==> config.mk <==
export PLATFORM = sky130hd
export DESIGN_NAME = autoneg_ability_registers
export DESIGN_NICKNAME = d
export VERILOG_FILES = /design/src/hw/autoneg_pkg.sv /design/src/hw/pin_bus_if.sv /design/src/hw/pin_sync.sv /design/src/hw/latch_flag.sv /design/src/hw/autoneg_ability_registers.sv
export VERILOG_INCLUDE_DIRS = /design/src /design/src/hw
export SDC_FILE = /design/constraint.sdc
export NUM_CORES = 1
export LEC_CHECK = 0
export BUFFER_PORTS_ARGS = -buffer_cell sky130_fd_sc_hd__buf_4
export CORE_ASPECT_RATIO = 0.9
export CORE_MARGIN = 8
export CORE_UTILIZATION = 40
export DETAILED_ROUTE_END_ITERATION = 10
export GPL_TIMING_DRIVEN = 0
export PLACE_DENSITY = 0.64
export RECOVER_POWER = 25
export SLEW_MARGIN = 20
export SYNTH_ARGS = -nofsm -noshare
export SYNTH_HDL_FRONTEND = slang
export SYNTH_SLANG_ARGS = --single-unit
==> constraint.sdc <==
create_clock -name mclk_in -period 2.77 [get_ports mclk_in]
set_input_delay 0.554 -clock mclk_in [delete_from_list [all_inputs] [get_ports mclk_in]]
set_output_delay 0.554 -clock mclk_in [all_outputs]
set_load 0.01 [all_outputs]
==> src/hw/autoneg_consts.svh <==
`ifndef AUTONEG_CONSTS_SVH
`define AUTONEG_CONSTS_SVH

// Register offsets on the management frame
`define ADV_OFS        5'h04
`define LP_OFS         5'h05
`define EXP_OFS        5'h06
`define REV_OFS        5'h10

// Advertisement word fields
`define ADV_NP_BIT     15
`define ADV_RF_BIT     13
`define ADV_PAUSE_HI   11
`define ADV_PAUSE_LO   10
`define ADV_T4_BIT     9
`define ADV_100FD_BIT  8
`define ADV_100HD_BIT  7
`define ADV_10FD_BIT   6
`define ADV_10HD_BIT   5
`define SEL_HI         4

// Partner word fields
`define LP_NP_BIT      15
`define LP_ACK_BIT     14
`define LP_RF_BIT      13
`define LP_PAUSE_BIT   10
`define LP_T4_BIT      9

// Expansion word fields
`define EXP_PDF_BIT    4
`define EXP_LPNP_BIT   3
`define EXP_NPA_BIT    2
`define EXP_PR_BIT     1
`define EXP_LPAN_BIT   0

// Revision field position
`define REV_LSB        6

// Reset values
`define SEL_RST        5'h01
`define PAUSE_RST      2'h0
`define HD100_RST      1'h1

// Management frame counts
`define PRE_ONES       6'h20
`define HDR_LAST       5'h0b
`define DATA_LAST      5'h0f
`define DATA_END       5'h10
`define STRAP_WAIT     2'h3

// Frame opcodes
`define OP_RD          2'h2
`define OP_WR          2'h1

`endif

==> src/hw/autoneg_pkg.sv <==
`default_nettype none

package autoneg_pkg;

  typedef enum logic [2:0] {
    PRE, START, HDR, TA, RDATA, WTA, WDATA
  } smi_state_type;

  typedef struct packed {
    smi_state_type state;
    logic          mdc_prev;
    logic [5:0]    ones;
    logic [4:0]    cnt;
    logic [15:0]   sh;
    logic [4:0]    reg_ofs;
    logic          mdio_o;
    logic          mdio_oe;
    logic          adv_rf;
    logic [1:0]    adv_pause;
    logic          adv_100fd;
    logic          adv_100hd;
    logic          adv_10fd;
    logic          adv_10hd;
    logic [4:0]    adv_sel;
    logic          lp_ack;
    logic          lp_rf;
    logic          lp_pause;
    logic          lp_100fd;
    logic          lp_100hd;
    logic          lp_10fd;
    logic          lp_10hd;
    logic [4:0]    lp_sel;
    logic          exp_lpnp;
    logic          exp_lpan;
    logic [1:0]    strap_cnt;
    logic          strap_done;
  } mgmt_state_type;

  typedef struct packed {
    logic flag;
  } flag_state_type;

  typedef struct packed {
    logic [9:0] s1;
    logic [9:0] s2;
  } sync_state_type;

endpackage

`default_nettype wire

==> src/hw/pin_bus_if.sv <==
`timescale 1ns/1ps
`default_nettype none

interface pin_bus_if;
  logic       mdc_raw;
  logic       mdio_raw;
  logic [4:0] addr_raw;
  logic [2:0] strap_raw;
  logic       mdc;
  logic       mdio;
  logic [4:0] addr;
  logic [2:0] strap;

  modport sync (input mdc_raw, mdio_raw, addr_raw, strap_raw,
                output mdc, mdio, addr, strap);
  modport core (input mdc, mdio, addr, strap);
endinterface

`default_nettype wire

==> src/hw/pin_sync.sv <==
`timescale 1ns/1ps
`default_nettype none

module pin_sync (
  input  wire logic   mclk_in,  // System clock
  input  wire logic   reset_in, // Async reset, high
  pin_bus_if.sync     pins      // Raw and synced pins
);

  autoneg_pkg::sync_state_type st_reg;
  autoneg_pkg::sync_state_type st_next;

  always_comb begin
    st_next    = st_reg;
    st_next.s1 = {pins.mdc_raw, pins.mdio_raw, pins.addr_raw, pins.strap_raw};
    st_next.s2 = st_reg.s1;
  end

  always_ff @(posedge mclk_in or posedge reset_in) begin
    if (reset_in) begin
      st_reg <= '0;
    end else begin
      st_reg <= st_next;
    end
  end

  assign pins.mdc   = st_reg.s2[9];
  assign pins.mdio  = st_reg.s2[8];
  assign pins.addr  = st_reg.s2[7:3];
  assign pins.strap = st_reg.s2[2:0];

endmodule // pin_sync

`default_nettype wire

==> src/hw/latch_flag.sv <==
`timescale 1ns/1ps
`default_nettype none

module latch_flag (
  input  wire logic mclk_in,  // System clock
  input  wire logic reset_in, // Async reset, high
  input  wire logic set_in,   // Event pulse
  input  wire logic clr_in,   // Clear on read pulse
  output logic      flag_out  // Latched flag
);

  autoneg_pkg::flag_state_type st_reg;
  autoneg_pkg::flag_state_type st_next;

  always_comb begin
    st_next = st_reg;
    // Set beats a clear in the same cycle
    if (set_in) begin
      st_next.flag = 1'b1;
    end else if (clr_in) begin
      st_next.flag = 1'b0;
    end
  end

  always_ff @(posedge mclk_in or posedge reset_in) begin
    if (reset_in) begin
      st_reg <= '0;
    end else begin
      st_reg <= st_next;
    end
  end

  assign flag_out = st_reg.flag;

endmodule // latch_flag

`default_nettype wire

==> src/hw/autoneg_ability_registers.sv <==
`timescale 1ns/1ps
`default_nettype none

`include "autoneg_consts.svh"

module autoneg_ability_registers #(
  parameter logic [3:0] REV_ID = 4'h3 // Arbitrary revision value
) (
  input  wire logic        mclk_in,         // System clock, 100 MHz
  input  wire logic        reset_in,        // Async reset, high
  input  wire logic        mdc_in,          // Management clock pin
  input  wire logic        mdio_in,         // Management data pin in
  output logic             mdio_out,        // Management data pin out
  output logic             mdio_oe_out,     // Management data drive enable
  input  wire logic [4:0]  station_address_in, // Station address straps
  input  wire logic [2:0]  strap_in,        // 100FD, 10FD, 10HD straps
  input  wire logic        lp_valid_in,     // Partner base page pulse
  input  wire logic [15:0] lp_word_in,      // Partner base page word
  input  wire logic        par_fault_in,    // Parallel-detect fault pulse
  output logic [15:0]      adv_word_out     // Advertisement word
);

  autoneg_pkg::mgmt_state_type st_reg;
  autoneg_pkg::mgmt_state_type st_next;

  pin_bus_if pins ();

  assign pins.mdc_raw   = mdc_in;
  assign pins.mdio_raw  = mdio_in;
  assign pins.addr_raw  = station_address_in;
  assign pins.strap_raw = strap_in;

  pin_sync u_sync (
    .mclk_in  (mclk_in),
    .reset_in (reset_in),
    .pins     (pins.sync)
  );

  logic        mdc_edge;
  logic [11:0] hdr_w;
  logic        hdr_done;
  logic        addr_hit;
  logic        rd_load;
  logic        rd_clr;
  logic [15:0] rd_word;
  logic        pdf_q;
  logic        pr_q;

  assign mdc_edge = pins.mdc & ~st_reg.mdc_prev;
  assign hdr_w    = {st_reg.sh[10:0], pins.mdio};
  assign hdr_done = mdc_edge && (st_reg.state == autoneg_pkg::HDR)
                    && (st_reg.cnt == `HDR_LAST);
  assign addr_hit = (hdr_w[9:5] == pins.addr);
  assign rd_load  = hdr_done && addr_hit && (hdr_w[11:10] == `OP_RD);
  assign rd_clr   = rd_load && (hdr_w[4:0] == `EXP_OFS);

  latch_flag u_pdf (
    .mclk_in  (mclk_in),
    .reset_in (reset_in),
    .set_in   (par_fault_in),
    .clr_in   (rd_clr),
    .flag_out (pdf_q)
  );

  latch_flag u_pr (
    .mclk_in  (mclk_in),
    .reset_in (reset_in),
    .set_in   (lp_valid_in),
    .clr_in   (rd_clr),
    .flag_out (pr_q)
  );

  // Word seen by a read at the header's register offset
  always_comb begin
    rd_word = 16'h0000;
    case (hdr_w[4:0])
      `ADV_OFS: begin
        rd_word[`ADV_NP_BIT]     = 1'b0;
        rd_word[`ADV_RF_BIT]     = st_reg.adv_rf;
        rd_word[`ADV_PAUSE_HI:`ADV_PAUSE_LO] = st_reg.adv_pause;
        rd_word[`ADV_T4_BIT]     = 1'b0;
        rd_word[`ADV_100FD_BIT]  = st_reg.adv_100fd;
        rd_word[`ADV_100HD_BIT]  = st_reg.adv_100hd;
        rd_word[`ADV_10FD_BIT]   = st_reg.adv_10fd;
        rd_word[`ADV_10HD_BIT]   = st_reg.adv_10hd;
        rd_word[`SEL_HI:0]       = st_reg.adv_sel;
      end
      `LP_OFS: begin
        rd_word[`LP_ACK_BIT]     = st_reg.lp_ack;
        rd_word[`LP_RF_BIT]      = st_reg.lp_rf;
        rd_word[`LP_PAUSE_BIT]   = st_reg.lp_pause;
        rd_word[`LP_T4_BIT]      = 1'b0;
        rd_word[`ADV_100FD_BIT]  = st_reg.lp_100fd;
        rd_word[`ADV_100HD_BIT]  = st_reg.lp_100hd;
        rd_word[`ADV_10FD_BIT]   = st_reg.lp_10fd;
        rd_word[`ADV_10HD_BIT]   = st_reg.lp_10hd;
        rd_word[`SEL_HI:0]       = st_reg.lp_sel;
      end
      `EXP_OFS: begin
        rd_word[`EXP_PDF_BIT]    = pdf_q;
        rd_word[`EXP_LPNP_BIT]   = st_reg.exp_lpnp;
        rd_word[`EXP_NPA_BIT]    = 1'b0;
        rd_word[`EXP_PR_BIT]     = pr_q;
        rd_word[`EXP_LPAN_BIT]   = st_reg.exp_lpan;
      end
      `REV_OFS: begin
        rd_word[`REV_LSB+3:`REV_LSB] = REV_ID;
      end
      default: begin
        rd_word = 16'h0000;
      end
    endcase
  end

  always_comb begin
    st_next          = st_reg;
    st_next.mdc_prev = pins.mdc;

    // Straps settle through the synchroniser, then load once
    if (!st_reg.strap_done) begin
      if (st_reg.strap_cnt == `STRAP_WAIT) begin
        st_next.adv_100fd  = pins.strap[2];
        st_next.adv_10fd   = pins.strap[1];
        st_next.adv_10hd   = pins.strap[0];
        st_next.strap_done = 1'b1;
      end else begin
        st_next.strap_cnt = st_reg.strap_cnt + 2'h1;
      end
    end

    // Capture of the partner base page
    if (lp_valid_in) begin
      st_next.lp_ack   = 1'b1;
      st_next.lp_rf    = lp_word_in[`LP_RF_BIT];
      st_next.lp_pause = lp_word_in[`LP_PAUSE_BIT];
      st_next.lp_100fd = lp_word_in[`ADV_100FD_BIT];
      st_next.lp_100hd = lp_word_in[`ADV_100HD_BIT];
      st_next.lp_10fd  = lp_word_in[`ADV_10FD_BIT];
      st_next.lp_10hd  = lp_word_in[`ADV_10HD_BIT];
      st_next.lp_sel   = lp_word_in[`SEL_HI:0];
      st_next.exp_lpnp = lp_word_in[`LP_NP_BIT];
      st_next.exp_lpan = 1'b1;
    end

    if (mdc_edge) begin
      case (st_reg.state)
        autoneg_pkg::PRE: begin
          if (pins.mdio) begin
            if (st_reg.ones != `PRE_ONES) begin
              st_next.ones = st_reg.ones + 6'h01;
            end
          end else if (st_reg.ones == `PRE_ONES) begin
            st_next.state = autoneg_pkg::START;
          end else begin
            st_next.ones = 6'h00;
          end
        end
        autoneg_pkg::START: begin
          st_next.ones = 6'h00;
          st_next.cnt  = 5'h00;
          if (pins.mdio) begin
            st_next.state = autoneg_pkg::HDR;
          end else begin
            st_next.state = autoneg_pkg::PRE;
          end
        end
        autoneg_pkg::HDR: begin
          st_next.sh  = {st_reg.sh[14:0], pins.mdio};
          st_next.cnt = st_reg.cnt + 5'h01;
          if (hdr_done) begin
            st_next.reg_ofs = hdr_w[4:0];
            st_next.cnt     = 5'h00;
            if (rd_load) begin
              st_next.sh    = rd_word;
              st_next.state = autoneg_pkg::TA;
            end else if (addr_hit && (hdr_w[11:10] == `OP_WR)) begin
              st_next.state = autoneg_pkg::WTA;
            end else begin
              st_next.state = autoneg_pkg::PRE;
            end
          end
        end
        autoneg_pkg::TA: begin
          // Second turnaround bit driven low
          st_next.mdio_oe = 1'b1;
          st_next.mdio_o  = 1'b0;
          st_next.state   = autoneg_pkg::RDATA;
        end
        autoneg_pkg::RDATA: begin
          if (st_reg.cnt == `DATA_END) begin
            st_next.mdio_oe = 1'b0;
            st_next.mdio_o  = 1'b0;
            st_next.state   = autoneg_pkg::PRE;
          end else begin
            st_next.mdio_o = st_reg.sh[15];
            st_next.sh     = {st_reg.sh[14:0], 1'b0};
            st_next.cnt    = st_reg.cnt + 5'h01;
          end
        end
        autoneg_pkg::WTA: begin
          st_next.cnt = st_reg.cnt + 5'h01;
          if (st_reg.cnt == 5'h01) begin
            st_next.cnt   = 5'h00;
            st_next.state = autoneg_pkg::WDATA;
          end
        end
        autoneg_pkg::WDATA: begin
          st_next.sh  = {st_reg.sh[14:0], pins.mdio};
          st_next.cnt = st_reg.cnt + 5'h01;
          if (st_reg.cnt == `DATA_LAST) begin
            st_next.state = autoneg_pkg::PRE;
            if (st_reg.reg_ofs == `ADV_OFS) begin
              st_next.adv_rf    = st_reg.sh[`ADV_RF_BIT-1];
              st_next.adv_pause = st_reg.sh[`ADV_PAUSE_HI-1:`ADV_PAUSE_LO-1];
              st_next.adv_100fd = st_reg.sh[`ADV_100FD_BIT-1];
              st_next.adv_100hd = st_reg.sh[`ADV_100HD_BIT-1];
              st_next.adv_10fd  = st_reg.sh[`ADV_10FD_BIT-1];
              st_next.adv_10hd  = st_reg.sh[`ADV_10HD_BIT-1];
              st_next.adv_sel   = {st_reg.sh[3:0], pins.mdio};
            end
          end
        end
        default: begin
          st_next.state   = autoneg_pkg::PRE;
          st_next.mdio_oe = 1'b0;
        end
      endcase
    end
  end

  always_ff @(posedge mclk_in or posedge reset_in) begin
    if (reset_in) begin
      st_reg           <= '0;
      st_reg.state     <= autoneg_pkg::PRE;
      st_reg.adv_pause <= `PAUSE_RST;
      st_reg.adv_100hd <= `HD100_RST;
      st_reg.adv_sel   <= `SEL_RST;
      st_reg.lp_sel    <= `SEL_RST;
    end else begin
      st_reg <= st_next;
    end
  end

  assign mdio_out     = st_reg.mdio_o;
  assign mdio_oe_out  = st_reg.mdio_oe;
  assign adv_word_out = {1'b0, 1'b0, st_reg.adv_rf, 1'b0, st_reg.adv_pause, 1'b0,
                         st_reg.adv_100fd, st_reg.adv_100hd, st_reg.adv_10fd,
                         st_reg.adv_10hd, st_reg.adv_sel};
endmodule // autoneg_ability_registers

`default_nettype wire

== Word-level counts from Yosys, hierarchy flattened ==
Cells that the tools add are included.
Widths: inputs -> output; s select.

* Bits in registers: 88
* Bits in latches: 0
* Memory bits (writable): 0
* Bits in read-only memories: 0
* Output and inout port bits: 18
* Memories: 0

* $add $sub $neg: 3
* Multipliers: 0
* Div/mod/pow operators: 0
* $lt $le $gt $ge: 0
* Eq/ne operators: 30
* Shift-type cells: 0
* Muxes and demuxes: 44
* Bitwise gates (word level): 5
* Reductions and logical operators: 23

{| class="wikitable"
|+ Operator list
! cell !! count
|-
| $pmux 16 s3 || 1
|-
| $mux 9 || 4
|-
| $mux 26 || 1
|-
| $pmux 5 s5 || 1
|-
| $mux 3 || 8
|-
| $mux 21 || 1
|-
| $pmux 3 s7 || 1
|-
| $eq 5x3->1 const B || 4
|-
| $mux 6 || 3
|-
| $mux 16 || 1
|-
| $pmux 5 s3 || 1
|-
| $ne 2x2->1 const B || 7
|-
| $pmux 6 s2 || 1
|-
| $reduce_and 3->1 || 4
|-
| $mux 1 || 11
|-
| $eq 5x4->1 const B || 2
|-
| $eq 5x5->1 const B || 2
|-
| $eq 3x3->1 const B || 3
|-
| $pmux 3 s3 || 1
|-
| $pmux 1 s2 || 4
|-
| $reduce_and 4->1 || 2
|-
| $reduce_bool 2->1 || 4
|-
| $reduce_and 7->1 || 1
|-
| $add 6x1->6 const B || 1
|-
| 23 further kinds || 36
|}

== Longest topological paths before layout ==
* Depth after elaboration: 9
* Mapped depth: 9
* Depth with buffers taken out: 7

== By module ==
Synthesis repeated with hierarchy kept, for this count alone.

* Cells, all modules: 382
* Area, all modules: 4134.0 um2

{| class="wikitable"
|+ By module, submodules not included
! module !! times used !! cells an instance !! area each (um2) !! seq. area each (um2)
|-
| autoneg_ability_registers || 1 || 353 || 3549.7 || 1655.3
|-
| pin_sync || 1 || 21 || 504.2 || 500.5
|-
| latch_flag || 2 || 4 || 40.0 || 25.0
|}

== Worst setup path before layout ==
No wires, ideal clock.

* Kind: reg2reg
* Start: reg st_reg[52] (netlist name)
* End: reg st_reg (netlist bit hdr_w[6])
* Setup time: 0.082 ns
* Arrival time: 2.033 ns
* Path slack: 0.655 ns
* Stages on the path, launching flop included: 8
* Buffers on the path: 1
* Path through: dfrtp_1 ha_1 and4bb_4 nand2_2 or4_1 clkbuf_2 or3_1 a31oi_1

* Word-level cells in the longest chain between the ends: 7

{| class="wikitable"
|+ RTL lines
! what !! RTL line !! RTL
|-
| from (decl) || autoneg_ability_registers.sv:23 || <nowiki>autoneg_pkg::mgmt_state_type st_reg;</nowiki>
|-
| from (signal assigned) || autoneg_ability_registers.sv:240 || <nowiki>st_reg <= st_next;</nowiki>
|-
| $eq 5x4->1 (no source line) || - ||
|-
| $logic_and 1x1->1 || autoneg_ability_registers.sv:51 || <nowiki>assign hdr_done = mdc_edge && (st_reg.state == autoneg_pkg::HDR)</nowiki>
|-
| $logic_and 1x1->1 (2 in series) || autoneg_ability_registers.sv:54 || <nowiki>assign rd_load = hdr_done && addr_hit && (hdr_w[11:10] == `OP_RD);</nowiki>
|-
| $mux 16 || autoneg_ability_registers.sv:173 || <nowiki>if (rd_load) begin</nowiki>
|-
| $mux 26 || autoneg_ability_registers.sv:170 || <nowiki>if (hdr_done) begin</nowiki>
|-
| $pmux 16 s3 || autoneg_ability_registers.sv:146 || <nowiki>case (st_reg.state)</nowiki>
|}

Several ways; a longest one is shown, not always the timed one.
A chain may end at the register's enable or synchronous reset.

== Final worst setup path ==
* Start: reg st_reg[52] (netlist name)
* End: reg st_reg (netlist bit adv_word_out[3])

* Word-level cells in the longest chain between the ends: 2

{| class="wikitable"
|+ RTL lines
! what
|-
| $eq 5x4->1 (no source line)
|-
| $reduce_and 4->1 (no source line)
|}

Every way passes these cells.

==> flow_metrics.env <==
export IMPL_run_status="complete, no violations"
export IMPL_placement_rows=35
export IMPL_num_antenna_cells=0
export IMPL_synth_most_common_cell="dfrtp_1"
export IMPL_yosysSeqAreaShare=0.5423
export IMPL_start_util=0.4039
export IMPL_drc=0
export IMPL_whs_ns=0.3438
export IMPL_worst_pin_slew_ns=1.076
export IMPL_path_class="reg -> reg"
export IMPL_grtUsageMet3=0.03136
export IMPL_fin_area_um2=4886
export IMPL_wl_um=8683
export IMPL_synth_top_area_cell="dfrtp_1"
export IMPL_synth_top_cell_area_share=0.5229
export IMPL_synthCells=372
export IMPL_min_path_cells=1
export IMPL_grt_ovfl_total=0
export IMPL_cts_tree="yes"
export IMPL_syn_to_final_growth_pct=20.12
export IMPL_cts_root_buf="clkbuf_16"
export IMPL_drive_gt1_frac=0.2683
export IMPL_dr_pass1_iters=4
export IMPL_clock_path_buffers=2
export IMPL_fin_tns_setup_ns=0
export IMPL_slowest_stage="dfrtp_1"
export IMPL_grt_use_met1=0.1807
export IMPL_drt_iter0_drc=137
export IMPL_path_max_fanout=10
export IMPL_numClockSinks=88
export IMPL_ant_nets=0
export IMPL_slowest_delay_ns=0.41
export IMPL_port_buffers=39
export IMPL_slew_viol_final=0
export IMPL_hold_viol_final=0
export IMPL_fin_crit_ns=2.415
export IMPL_synth_ff_type="dfrtp_1"
export IMPL_grt_max_degree=29
export IMPL_numCtsBuffers=9
export IMPL_globalplace_congestion=0.8332
export IMPL_antenna_found_initial=0
export IMPL_postSynth_asyncResetShare=1.000
export IMPL_wire_per_inst_um=15.37
export IMPL_power_leakage_uw=0.002166
export IMPL_die_width_um=122.3
export IMPL_synth_edf_count=0
export IMPL_avgSynthCellArea_um2=10.93
export IMPL_dieArea_um2=13660
export IMPL_fin_ws_ns=0.3546
export IMPL_worst_path_buf_inv=1
export IMPL_max_freq_mhz=414.0
export IMPL_synth_seq_cells=88
export IMPL_cp_arrival_ns=2.64
export IMPL_dp_slack_ns=0.08082
export IMPL_finalCritPeriodShare=0.8720
export IMPL_cts_clk_slew_worst_paths_ns=0.07
export IMPL_largest_reg_flops=41
export IMPL_vias_per_cell=5.204
export IMPL_cap_violations=0
export IMPL_die_y_um=111.7
export IMPL_path_depth=7
export IMPL_critPathRequiredTime_ns=2.99
export IMPL_nets=468
export IMPL_powerDensity_nw_per_um2=538.0
export IMPL_synthDistinctLibCells=50
export IMPL_clock_latency_ns=0.34
export IMPL_ys_warn_count=0
export IMPL_cpMostUsedCell="ha_1"
export IMPL_postPlaceCellArea_um2=4611
export IMPL_cts_htree_levels=3
export IMPL_grt_pass1_vias=3105
export IMPL_dp_hpwl_um=6240
export IMPL_cp_start_kind="register"
export IMPL_peakVddDrop_mv=0.4048
export IMPL_instances_no_fill=565
export IMPL_synth_area_leaders="dfrtp_1 52%, mux2_2 7.8%, o21ai_0 3.3%, mux2i_1 3.0%, buf_4 3.0%"
export IMPL_finalSetupViolations=0
export IMPL_io_pin_count=48
export IMPL_post_place_cells=546
export IMPL_reg2reg_depth=7
export IMPL_rsz0062_at_grt="no"
export IMPL_grt_pass1_wl_um=14920
export IMPL_gr_usage_met2=0.2065
export IMPL_path_delay_family="simple AND/OR/NAND/NOR gates"
export IMPL_hp_class="in -> reg"
export IMPL_end_kind="register"
export IMPL_crit_chain="ha_1, and3_1, ha_1, nor4bb_1, nand4_1, clkbuf_1, mux2_2"
export IMPL_yosys_top_cells_count="85 x dfrtp_1, 28 x mux2_2, 28 x nand2_1, 27 x o21ai_0, 21 x nor2_1"
export IMPL_clock_skew_ns=0.009382
export IMPL_syn_area_um2=4068
export IMPL_fillers=948
export IMPL_core_um2=10070
export IMPL_busiest_layer="met2"
export IMPL_track_usage=0.1343
export IMPL_maxSlewHeadroom=0.2825
export IMPL_route_vias_total=2940
## logic make-up after synthesis
kind of cell / count (synthesis) / share of synthesized area
AND/OR/NAND/NOR: 119 / 0.1556
XOR/XNOR: 6 / 0.01292
multiplexers: 40 / 0.1070
adder cells (fa/ha/maj): 7 / 0.02153
other: 1 / 0.0009219
buffers and inverters: 39 / 0.05137
flip-flops: 88 / 0.5423
AO/OA/AOI/OAI: 72 / 0.1083
## timing repair
item	4_1_cts	5_1_grt
resized for setup	0	1
endpoints found under the setup margin	0	14
setup buffers	0	3
hold buffers	0	0
endpoints found under the hold margin	0	0
## cells in the final DEF, fill, tap and decap left out, drive strengths merged, types with 3 or more instances in the layout
master / synthesis / routed
mux2: 28 / 28
clkbuf: 12 / 34
nor3: 6 / 6
or2: 3 / 3
or3: 7 / 7
nor2b: 8 / 8
nor4: 3 / 3
nand4: 4 / 4
inv: 9 / 10
conb: 1 / 4
nand2: 29 / 29
nor3b: 3 / 3
o21ai: 27 / 27
mux2i: 12 / 12
clkinvlp: 0 / 4
a221o: 3 / 3
a31oi: 7 / 7
o31ai: 3 / 3
nand2b: 5 / 5
nor2: 21 / 21
xnor2: 5 / 5
dfstp: 3 / 3
ha: 7 / 7
a21o: 4 / 4
buf: 18 / 51
a211o: 3 / 3
nand3: 13 / 13
dfrtp: 85 / 85
a21oi: 15 / 15
and3: 5 / 5
## where the power goes
group	switching (uW)	internal (uW)
combinational	76.1	75.9
clock	511	613
sequential	24.6	1330
## per-stage QoR
step / util / power, uW
after global routing: 0.4851 / 2741
after floorplan: - / 1464
after global placement: 0.4504 / 1521
after CTS: 0.4850 / 2667
after detailed placement: 0.4578 / 1539
final: 0.4851 / 2629
## area by class of cell
cell class | count | area [um^2] | share of cell area
sequential | 88 | 2206 | 0.4515
multi-input combinational | 248 | 1675 | 0.3429
timing repair buffer | 45 | 359.1 | 0.07350
clock buffer | 10 | 229.0 | 0.04686
buffer | 30 | 175.2 | 0.03585
tap | 129 | 161.4 | 0.03303
clock inverter | 6 | 45.04 | 0.009219
inverter | 9 | 35.03 | 0.007170
## worst paths after layout
| path | slack (ns) | end | from |
|---|---|---|---|
| min reg2reg | 0.35 | u_sync.pins.mdc | u_sync.st_next[9] |
| max in group asynchronous | 1.02 | hdr_w[2] | reset_in |
| min in group asynchronous | 0.35 | st_reg[57] | reset_in |
| min | 0.34 | u_sync.st_next[1] | strap_in[1] |
| max | 0.35 | adv_word_out[3] | st_reg[52] |
| max reg2reg | 0.35 | adv_word_out[3] | st_reg[52] |
## per-layer routing
metal | vias up | wire, um | share of wire
met5 | - | 0 | 0
met4 | 0 | 102 | 0.012
met3 | 10 | 343 | 0.040
met2 | 61 | 4101 | 0.47
met1 | 1445 | 4135 | 0.48
li1 | 1424 | - | -
No activity file was read; power rests on OpenSTA's default activity.
